File: src/shared/ulp_pkg.sv
// Shared constants, encodings and carriers of the transceiver-side bus logic
// Assumes one 10 MHz clock and a synchronous, active-low reset everywhere
package ulp_pkg;

	// Bus width and fixed byte patterns
	localparam int          BYTE_W    = 8;
	localparam logic [7:0]  IDLE_BYTE = 8'h00;  // Link idles the bus low
	localparam logic [7:0]  OE_ALL    = 8'hFF;  // Every data line driven
	localparam logic [7:0]  OE_NONE   = 8'h00;  // Data lines released

	// Fixed data-line directions in the alternate modes
	localparam logic [7:0]  OE_LP     = 8'hFF;  // Low power: all outputs
	localparam logic [7:0]  OE_S6     = 8'hF8;  // 6-pin: bits 2..0 inputs
	localparam logic [7:0]  OE_S3     = 8'hF8;  // 3-pin: bits 1..2 swing
	localparam logic [7:0]  OE_S3_RX  = 8'h06;  // 3-pin receive extra lines

	// Field positions on the data lines
	localparam int          LP_LS0    = 0;      // Line state bit 0
	localparam int          LP_LS1    = 1;      // Line state bit 1
	localparam int          F_INT     = 3;      // Interrupt line
	localparam int          F_TXEN    = 0;      // Serial transmit enable
	localparam int          F_TXDAT   = 1;      // Serial transmit data
	localparam int          F_SE0     = 2;      // Serial single-ended zero
	localparam int          S6_DP     = 4;      // 6-pin receive DP
	localparam int          S6_DM     = 5;      // 6-pin receive DM
	localparam int          S6_RCV    = 6;      // 6-pin differential rx

	// Timing: interface clock and clock settle time
	localparam int          IFC_CLK_MHZ = 60;   // Interface clock rate
	localparam int          MCLK_NS     = 100;  // Our clock period
	localparam int          STABLE_NS   = 1000; // Clock settle wait
	localparam logic [7:0]  STABLE_CYC  =
		8'((STABLE_NS + MCLK_NS - 1) / MCLK_NS);

	// Top-level bus states
	typedef enum logic [2:0] {
		S_PWR, S_LISTEN, S_TURN_UP, S_DRIVE, S_TURN_DN, S_ALT
	} ulp_st_t;

	// Bus operating mode
	typedef enum logic [1:0] {M_SYNC, M_LP, M_S6, M_S3} ulp_mode_t;

	// Transmit receiver states
	typedef enum logic {T_IDLE, T_BUSY} ulp_tx_st_t;

	// Byte offered to the link with a request flag
	typedef struct packed {
		logic       req;
		logic [7:0] data;
	} ulp_byte_req_t;

	// Decoded USB receive stream
	typedef struct packed {
		logic       active;
		logic       valid;
		logic [7:0] data;
	} ulp_rx_t;

	// Mode requests from the register block
	typedef struct packed {
		logic lp;
		logic ser6;
		logic ser3;
	} ulp_mode_req_t;

	// Analog line levels shown in the alternate modes
	typedef struct packed {
		logic [1:0] linestate;
		logic       intr;
		logic       rx_dp;
		logic       rx_dm;
		logic       rx_rcv;
	} ulp_line_t;

	// Serial transmit levels taken from the link
	typedef struct packed {
		logic en;
		logic dat;
		logic se0;
	} ulp_sertx_t;

	// Bytes received from the link
	typedef struct packed {
		logic       cmd_stb;
		logic [7:0] cmd;
		logic       byte_stb;
		logic [7:0] data;
		logic       end_stb;
	} ulp_txo_t;

	// State of the transmit receiver
	typedef struct packed {
		ulp_tx_st_t st;
		logic       nxt_prev;
		ulp_txo_t   out;
	} ulp_txs_t;

	// State of the clock selector
	typedef struct packed {
		logic       cap;
		logic       strap;
		logic [7:0] cnt;
		logic       ready;
	} ulp_clks_t;

	// State of the top level
	typedef struct packed {
		ulp_st_t    st;
		ulp_mode_t  mode;
		logic       dir;
		logic       nxt;
		logic [7:0] dout;
		logic [7:0] oe;
		ulp_sertx_t sertx;
		logic       wake;
	} ulp_top_t;

	localparam ulp_txs_t  TXS_RST = '0;
	localparam ulp_clks_t CLK_RST = '0;
	localparam ulp_top_t  TOP_RST = '0;

endpackage : ulp_pkg

File: src/hw/ulp_clk_sel.sv
// Interface clock direction and settle timer
// Assumes the crystal strap is static and valid once reset releases
`timescale 1ns/1ns
module ulp_clk_sel (
	input  wire logic mclk_i,            // System clock
	input  wire logic nrst_i,            // Synchronous reset, low
	input  wire logic crystal_in_pin_i,  // High when a crystal feeds us
	output logic      clk_oe_o,          // High: drive the interface clock
	output logic      ready_o            // Clock settled, bus usable
);
	import ulp_pkg::*;

	ulp_clks_t s_ff;   // Registered state
	ulp_clks_t nxt_s;  // Next state

	// Strap caught after release, then settle count runs
	always_comb begin
		nxt_s = s_ff;
		if (!s_ff.cap) begin
			// First cycle out of reset: catch the strap level
			nxt_s.cap   = 1'b1;
			nxt_s.strap = crystal_in_pin_i;
		end else if (!s_ff.ready) begin
			// Wait for the clock to settle before bus use
			if (s_ff.cnt >= STABLE_CYC - 8'h01) begin
				nxt_s.ready = 1'b1;
			end else begin
				nxt_s.cnt = s_ff.cnt + 8'h01;
			end
		end
	end

	// State register
	always_ff @(posedge mclk_i) begin
		if (!nrst_i) begin
			s_ff <= CLK_RST;
		end else begin
			s_ff <= nxt_s;
		end
	end

	// Crystal present: we source the clock, else the link does
	assign clk_oe_o = s_ff.cap & s_ff.strap;
	assign ready_o  = s_ff.ready;

endmodule : ulp_clk_sel

File: src/hw/ulp_tx_rcv.sv
// Receiver for transmit commands and data sent by the link
// Assumes en_i is high only while direction is low and not turning around
`timescale 1ns/1ns
module ulp_tx_rcv (
	input  wire logic        mclk_i,   // System clock
	input  wire logic        nrst_i,   // Synchronous reset, low
	input  wire logic        en_i,     // Listening allowed
	input  wire logic        stp_i,    // Stop from the link
	input  wire logic [7:0]  data_i,   // Data lines as seen from the link
	input  wire logic        ready_i,  // Core can take a byte
	output logic             nxt_o,    // Throttle request to the link
	output logic             busy_o,   // Transmit in progress
	output ulp_pkg::ulp_txo_t txo_o    // Received command and bytes
);
	import ulp_pkg::*;

	ulp_txs_t s_ff;   // Registered state
	ulp_txs_t nxt_s;  // Next state
	logic     nxt_c;  // Throttle this cycle

	// Command detect, throttled byte capture, stop
	always_comb begin
		nxt_s              = s_ff;
		nxt_s.out.cmd_stb  = 1'b0;
		nxt_s.out.byte_stb = 1'b0;
		nxt_s.out.end_stb  = 1'b0;
		nxt_c              = 1'b0;
		case (s_ff.st)
			T_IDLE: begin
				// Nonzero byte opens a transfer
				if (en_i && data_i != IDLE_BYTE && ready_i) begin
					nxt_c             = 1'b1;
					nxt_s.out.cmd     = data_i;
					nxt_s.out.cmd_stb = 1'b1;
					nxt_s.st          = T_BUSY;
				end
			end
			T_BUSY: begin
				if (stp_i) begin
					// Stop ends the packet; this cycle holds no byte
					nxt_s.out.end_stb = 1'b1;
					nxt_s.st          = T_IDLE;
				end else begin
					// Byte asked for last cycle is on the bus now
					if (s_ff.nxt_prev) begin
						nxt_s.out.data     = data_i;
						nxt_s.out.byte_stb = 1'b1;
					end
					// Throttle only while the core can accept
					nxt_c = ready_i;
				end
			end
			default: nxt_s.st = T_IDLE;
		endcase
		nxt_s.nxt_prev = nxt_c;
	end

	// State register
	always_ff @(posedge mclk_i) begin
		if (!nrst_i) begin
			s_ff <= TXS_RST;
		end else begin
			s_ff <= nxt_s;
		end
	end

	assign nxt_o  = nxt_c;
	assign busy_o = (s_ff.st == T_BUSY);
	assign txo_o  = s_ff.out;

endmodule : ulp_tx_rcv

File: src/hw/ulp_phy_bus.sv
// Transceiver side of the 8-bit low-pin-count bus handshake
// Operation
// - Throttle low unless actively throttling
// - Link gives next byte after throttle
// - Throttle high exactly with receive bytes
// - Throttle low for read data, status
// - Crystal present means we drive clock
// - Synchronous mode after power-up, clock stable
// - Direction change costs one turnaround cycle
// - Direction low by default, listening
// - Direction high only with bytes or in an alternate mode
// - Status byte unless read data returned
// - Stop during direction high aborts us
// - Abort drops direction next cycle
// - Stop held wakes back to synchronous
// - Other modes: no throttle, fixed lines
// Assumes all pins are synchronous to mclk_i and tri-state is resolved
// outside; the register block supplies mode requests and status bytes.
`timescale 1ns/1ns
module ulp_phy_bus (
	input  wire logic                  mclk_i,           // System clock
	input  wire logic                  nrst_i,           // Sync reset, low
	input  wire logic                  crystal_in_pin_i, // Crystal strap
	input  wire logic                  stp_i,            // Stop pin
	input  wire logic [7:0]            data_i,           // Data lines in
	output logic [7:0]                 data_o,           // Data lines out
	output logic [7:0]                 data_oe_o,        // Per-line enable
	output logic                       dir_o,            // Direction pin
	output logic                       nxt_o,            // Throttle pin
	output logic                       clk_oe_o,         // Drive clock pin
	output logic                       sync_ready_o,     // Bus usable
	input  wire ulp_pkg::ulp_rx_t      rx_i,             // USB receive
	output logic                       rx_take_o,        // Receive taken
	input  wire ulp_pkg::ulp_byte_req_t rxcmd_i,         // Status byte
	output logic                       rxcmd_take_o,     // Status sent
	input  wire ulp_pkg::ulp_byte_req_t regrd_i,         // Read data
	output logic                       regrd_take_o,     // Read data sent
	input  wire logic                  tx_ready_i,       // Core takes tx
	output ulp_pkg::ulp_txo_t          txo_o,            // Link tx bytes
	input  wire ulp_pkg::ulp_mode_req_t mode_req_i,      // Mode requests
	input  wire ulp_pkg::ulp_line_t    line_i,           // Line levels
	output ulp_pkg::ulp_sertx_t        sertx_o,          // Serial tx in
	output ulp_pkg::ulp_mode_t         mode_o,           // Current mode
	output logic                       wake_o            // Woke, pulse
);
	import ulp_pkg::*;

	ulp_top_t s_ff;      // Registered state
	ulp_top_t nxt_s;     // Next state
	logic     clk_ready; // Interface clock settled
	logic     tx_nxt;    // Throttle from transmit receiver
	logic     tx_busy;   // Link transmit in progress
	logic     tx_en;     // Transmit receiver may listen
	logic     want_out;  // Bytes waiting for the link
	logic     want_mode; // Alternate mode requested

	// Pick the single requested mode; link must request only one
	function automatic ulp_mode_t pick_mode(input ulp_mode_req_t r);
		ulp_mode_t m;
		m = M_SYNC;
		if (r.lp) begin
			m = M_LP;
		end else if (r.ser6) begin
			m = M_S6;
		end else if (r.ser3) begin
			m = M_S3;
		end
		return m;
	endfunction : pick_mode

	// Fixed line enables for a mode; 3-pin swings with transmit enable
	function automatic logic [7:0] mode_oe(input ulp_mode_t m,
		input logic txen);
		logic [7:0] oe;
		oe = OE_NONE;
		case (m)
			M_LP:    oe = OE_LP;
			M_S6:    oe = OE_S6;
			M_S3:    oe = txen ? OE_S3 : (OE_S3 | OE_S3_RX);
			default: oe = OE_NONE;
		endcase
		return oe;
	endfunction : mode_oe

	// Line values shown in each alternate mode; unused lines stay low
	function automatic logic [7:0] mode_dout(input ulp_mode_t m,
		input ulp_line_t l);
		logic [7:0] d;
		d = IDLE_BYTE;
		case (m)
			M_LP: begin
				d[LP_LS0] = l.linestate[0];
				d[LP_LS1] = l.linestate[1];
				d[F_INT]  = l.intr;
			end
			M_S6: begin
				d[F_INT]  = l.intr;
				d[S6_DP]  = l.rx_dp;
				d[S6_DM]  = l.rx_dm;
				d[S6_RCV] = l.rx_rcv;
			end
			M_S3: begin
				d[F_TXDAT] = l.rx_rcv;
				d[F_SE0]   = ~(l.rx_dp | l.rx_dm);
				d[F_INT]   = l.intr;
			end
			default: d = IDLE_BYTE;
		endcase
		return d;
	endfunction : mode_dout

	// Clock direction strap and settle timer
	ulp_clk_sel u_clk (
		.mclk_i           (mclk_i),
		.nrst_i           (nrst_i),
		.crystal_in_pin_i (crystal_in_pin_i),
		.clk_oe_o         (clk_oe_o),
		.ready_o          (clk_ready)
	);

	// Link-to-transceiver command and data receiver
	ulp_tx_rcv u_tx (
		.mclk_i  (mclk_i),
		.nrst_i  (nrst_i),
		.en_i    (tx_en),
		.stp_i   (stp_i),
		.data_i  (data_i),
		.ready_i (tx_ready_i),
		.nxt_o   (tx_nxt),
		.busy_o  (tx_busy),
		.txo_o   (txo_o)
	);

	// Reasons to turn the bus around toward the link
	assign want_out  = rx_i.active | rxcmd_i.req | regrd_i.req;
	assign want_mode = (pick_mode(mode_req_i) != M_SYNC);

	// Listen only with direction low, no turnaround, nothing to send unless a transmit is running;
	// when both sides want the bus in the same cycle we win it
	assign tx_en = (s_ff.st == S_LISTEN)
		& (tx_busy | ~(want_out | want_mode));

	// Bus direction, byte selection and mode sequencing
	always_comb begin
		nxt_s        = s_ff;
		nxt_s.nxt    = 1'b0;
		nxt_s.wake   = 1'b0;
		rx_take_o    = 1'b0;
		rxcmd_take_o = 1'b0;
		regrd_take_o = 1'b0;
		case (s_ff.st)
			S_PWR: begin
				// Hold the bus quiet until the clock has settled
				nxt_s.dir = 1'b0;
				nxt_s.oe  = OE_NONE;
				if (clk_ready) begin
					nxt_s.st   = S_LISTEN;
					nxt_s.mode = M_SYNC;
				end
			end
			S_LISTEN: begin
				// Default: direction low, data lines are inputs
				nxt_s.dir = 1'b0;
				nxt_s.oe  = OE_NONE;
				if (!tx_busy) begin
					if (want_mode) begin
						// Alternate mode: block the link first
						nxt_s.mode = pick_mode(mode_req_i);
						nxt_s.dir  = 1'b1;
						nxt_s.st   = S_TURN_UP;
					end else if (want_out) begin
						nxt_s.dir = 1'b1;
						nxt_s.st  = S_TURN_UP;
					end
				end
			end
			S_TURN_UP: begin
				// Turnaround: direction high, lines still released
				if (stp_i) begin
					// Abort before the first byte
					nxt_s.dir  = 1'b0;
					nxt_s.mode = M_SYNC;
					nxt_s.wake = (s_ff.mode != M_SYNC);
					nxt_s.st   = S_TURN_DN;
				end else if (s_ff.mode != M_SYNC) begin
					// Fixed directions from here on, no throttle
					nxt_s.oe   = mode_oe(s_ff.mode, data_i[F_TXEN]);
					nxt_s.dout = mode_dout(s_ff.mode, line_i);
					nxt_s.st   = S_ALT;
				end else begin
					nxt_s.oe = OE_ALL;
					nxt_s.st = S_DRIVE;
					// First byte: receive data, read data or status
					if (rx_i.valid) begin
						nxt_s.dout = rx_i.data;
						nxt_s.nxt  = 1'b1;
						rx_take_o  = 1'b1;
					end else if (regrd_i.req) begin
						nxt_s.dout   = regrd_i.data;
						regrd_take_o = 1'b1;
					end else begin
						nxt_s.dout   = rxcmd_i.data;
						rxcmd_take_o = rxcmd_i.req;
					end
				end
			end
			S_DRIVE: begin
				// Link stop while we hold the bus is an abort
				if (stp_i) begin
					nxt_s.dir = 1'b0;
					nxt_s.oe  = OE_NONE;
					nxt_s.st  = S_TURN_DN;
				end else if (rx_i.valid) begin
					// Decoded USB byte: the only case with throttle high
					nxt_s.dout = rx_i.data;
					nxt_s.nxt  = 1'b1;
					rx_take_o  = 1'b1;
				end else if (regrd_i.req) begin
					// Read data replaces the status byte
					nxt_s.dout   = regrd_i.data;
					regrd_take_o = 1'b1;
				end else if (rxcmd_i.req || rx_i.active) begin
					// Status byte fills every gap in a receive
					nxt_s.dout   = rxcmd_i.data;
					rxcmd_take_o = rxcmd_i.req;
				end else begin
					// Nothing left: release lines with direction
					nxt_s.dir  = 1'b0;
					nxt_s.oe   = OE_NONE;
					nxt_s.dout = IDLE_BYTE;
					nxt_s.st   = S_TURN_DN;
				end
			end
			S_TURN_DN: begin
				// Turnaround back; receiver stays deaf this cycle
				nxt_s.dir = 1'b0;
				nxt_s.oe  = OE_NONE;
				nxt_s.st  = S_LISTEN;
			end
			S_ALT: begin
				// Alternate modes: lines follow the analog front end
				nxt_s.oe   = mode_oe(s_ff.mode, data_i[F_TXEN]);
				nxt_s.dout = mode_dout(s_ff.mode, line_i);
				if (s_ff.mode != M_LP) begin
					// Serial transmit levels come in on the low lines
					nxt_s.sertx.en  = data_i[F_TXEN];
					nxt_s.sertx.dat = data_i[F_TXDAT];
					nxt_s.sertx.se0 = data_i[F_SE0];
				end
				if (stp_i) begin
					// Stop held high wakes us back to synchronous mode
					nxt_s.mode  = M_SYNC;
					nxt_s.dir   = 1'b0;
					nxt_s.oe    = OE_NONE;
					nxt_s.dout  = IDLE_BYTE;
					nxt_s.sertx = '0;
					nxt_s.wake  = 1'b1;
					nxt_s.st    = S_TURN_DN;
				end
			end
			default: begin
				// Unreachable encodings fall back to a clean start
				nxt_s = TOP_RST;
			end
		endcase
	end

	// State register
	always_ff @(posedge mclk_i) begin
		if (!nrst_i) begin
			s_ff <= TOP_RST;
		end else begin
			s_ff <= nxt_s;
		end
	end

	// Pin outputs; throttle is only ever raised in synchronous mode
	assign dir_o        = s_ff.dir;
	assign nxt_o        = s_ff.nxt | tx_nxt;
	assign data_o       = s_ff.dout;
	assign data_oe_o    = s_ff.oe;
	assign sync_ready_o = clk_ready;
	assign sertx_o      = s_ff.sertx;
	assign mode_o       = s_ff.mode;
	assign wake_o       = s_ff.wake;

endmodule : ulp_phy_bus

File: config.mk
export PLATFORM = sky130hd
export DESIGN_NAME = ulp_phy_bus
export DESIGN_NICKNAME = d
export VERILOG_FILES = /design/src/shared/ulp_pkg.sv /design/src/hw/ulp_clk_sel.sv /design/src/hw/ulp_tx_rcv.sv /design/src/hw/ulp_phy_bus.sv
export SDC_FILE = /design/constraint.sdc
export NUM_CORES = 1
export LEC_CHECK = 0
export ABC_CLOCK_PERIOD_IN_PS = 3310
export BUFFER_PORTS_ARGS = -buffer_cell sky130_fd_sc_hd__buf_2
export CAP_MARGIN = 20
export CORE_ASPECT_RATIO = 1.1
export CORE_UTILIZATION = 35
export DETAILED_ROUTE_END_ITERATION = 7
export SYNTH_ARGS = -nofsm -noshare
export SYNTH_HDL_FRONTEND = slang
export SYNTH_SLANG_ARGS = --single-unit
File: constraint.sdc
create_clock -name mclk_i -period 3.31 [get_ports mclk_i]
set_input_delay 0.331 -clock mclk_i [delete_from_list [all_inputs] [get_ports mclk_i]]
set_output_delay 0.331 -clock mclk_i [all_outputs]
set_load 0.005 [all_outputs]
==> metrics <==
setup violators final 0; starting density of the core a little under two fifths; Startpoint Class flip-flop; clk root buf clkbuf_8; max-slew violations 0; sequential-to-total area share from yosys stat 36.61%; Layout Area Growth over Synthesis 11.23%; vias 2569; grt ovf 0; critical path arrival 2420 ps; Final period util between 80% and 90%; top_reg_cell synth dfxtp_1; Routed WL 7387 um; Mapped Nets 400; clk buf depth 2; cts repair resizes 0; Yosys reg bits 54; minimum clock period after layout 2747 ps; Final HPWL DP 5408 um; EDFF count, synth 0; die area 8808 um2; CTS sink count between 50 and 60; Hold Vio Cnt, Final 0; Die Height 98.34 um; multi-input logic area 1454 um2; most frequent cell after synthesis dfxtp_1; Max IR drop VDD around 200 uV; Yosys cell types just over 60; layout cells sized above 1 31.55%; 1st-iter DRT viols around 140; hold buffer count at cts 0; RSZ-0062 raised after global routing no; largest net degree at the start of global routing 40; maximum fanout along the worst path 20; Max-cap violations 0; Layout Nets 445; # Post-CTS Setup Buffers 0; first-pass GRT wire length 11860 um; DR pass1 iterations 4; cell accounting for the most synthesized area dfxtp_1; Worst Tran Pin Value 698.2 ps; ANT nets after route 0; Avg Synthesized Cell Area 8.510 um2; top cells by area, synth dfxtp_1 (37%), buf_4 (10%), a21oi_1 (5.8%); core area around 8000 um2; placement row count 34; GPL Wtd Cong 0.8230; vias per cell 5.128; run status finished, final reports clean; I/O pins 98; Cells after Synth approximately 350; vias in the first global route 2461; Reg clk slew, reported paths 110 ps; Sequential Area between 1000 and 1500 um2; clk_skew 11.36 ps; total negative slack 0 ps; overall power 0.001459 W; CTS tree done; Ant. Diodes 0; Peak Freq 364.0 MHz; # DRC 0; leak pwr 1.396 nW; htree depth 2; yosys warns 0; Slew headroom between 50 and 60%; die width approximately 90 um; top cell type's share of synthesized area a little over a third; worst hold path type in2reg; total CTS buffers 5; pwr/cell area between 400 and 500 nW/um2; Routed WL per cell between 10 and 15 um; Skew-Pair Late Insertion Delay 320 ps; Synth Cell Area 2953 um2; Worst Path Required 2980 ps; Total Routing Usage GR 17.39%; filler cell count 856; Post-Place Worst Slack 926.0 ps; fraction of registers with async set/reset 0%; commonest cells in the netlist dfxtp_1 (54), buf_4 (40), a21oi_1 (34); port buffer count 97; WS Path Type reg2out; PnR worst setup slack 563.1 ps; CP endpoint kind output pin; final design utilization 40.85%; initial antenna violation count 0
worst paths after layout:
kind | from | to | slack [ps] | depth (start not counted)
worst max-delay path | s_ff[24] | nxt_o | 560 | 5
worst min register to register | u_tx.txo_o[5] | u_tx.txo_o[5] | 460 | 2
worst max register to register | s_ff[24] | u_tx.txo_o[15] | 1180 | 4
worst min-delay path | crystal_in_pin_i | u_clk.s_ff[9] | 240 | 3
critical path: stages, from the launching register on:
cell     delay, ps
dfxtp_1        730
nor4b_2        570
o211a_1        390
a21o_1         190
a21o_1         120
buf_2          110
state kept, by name (all words and copies together) (netlist names):
name           flops
data_o             8
data_oe_o          3
dir_o              1
mode_o             2
s_ff               4
sertx_o            3
u_clk.ready_o      1
u_clk.s_ff        10
u_tx.busy_o        1
u_tx.s_ff          1
u_tx.txo_o        19
wake_o             1
through the flow:
step,instances,instance area [um2],hold WS [ps]
2_1_floorplan,347,2953,358.7
3_3_place_gp,493,3189,442.0
5_1_grt,501,3284,252.8
3_5_place_dp,493,3189,445.5
4_1_cts,501,3284,237.2
6_report,501,3284,244.2
where the power goes:
part,total [W],internal (W),switching (W),leakage [nW]
logic,0.000316,0.000139,0.000178,0.911
registers,0.000746,0.000675,0.0000716,0.436
clock network,0.000396,0.000156,0.000240,0.0491
area by class of cell:
type                       instances  area share, %
clock buffer                       5          2.095
clock inverter                     3         0.8000
inverter                           7         0.8000
multi-input combinational        226          44.27
sequential                        54          32.91
tap                              108          4.114
timing repair buffer              98          15.01
cell families after synthesis:
family / count (synthesis) / synth area share, %
simple gates: 115 / 22.59
compound gates: 96 / 21.23
buf+inv: 67 / 14.15
flops: 54 / 36.61
mux: 11 / 3.856
fa+ha+maj: 3 / 1.271
xor+xnor: 1 / 0.2967
routing by layer:
| layer | wire length, um | up-vias | share of wire (%) | GRT usage, % |
|---|---|---|---|---|
| li1 | - | 1301 | - | - |
| met1 | 3521 | 1168 | 48 | 23.33 |
| met2 | 3365 | 94 | 46 | 28.61 |
| met3 | 419 | 6 | 5.7 | 2.874 |
| met4 | 80 | 0 | 1.1 | 4.396 |
| met5 | 0 | - | 0 | 0 |
cells in the final DEF, fill, tap and decap left out, types with 7 or more instances in the layout:
cell type and instances:
buf_2 97, dfxtp_1 54, a21oi_1 34, o21ai_0 24, nand2_1 21, nor2_1 20
nand3_1 18, and2_1 10, nor2b_1 9, mux2i_1 8, inv_1 7
(Power assumes the default switching activity.)
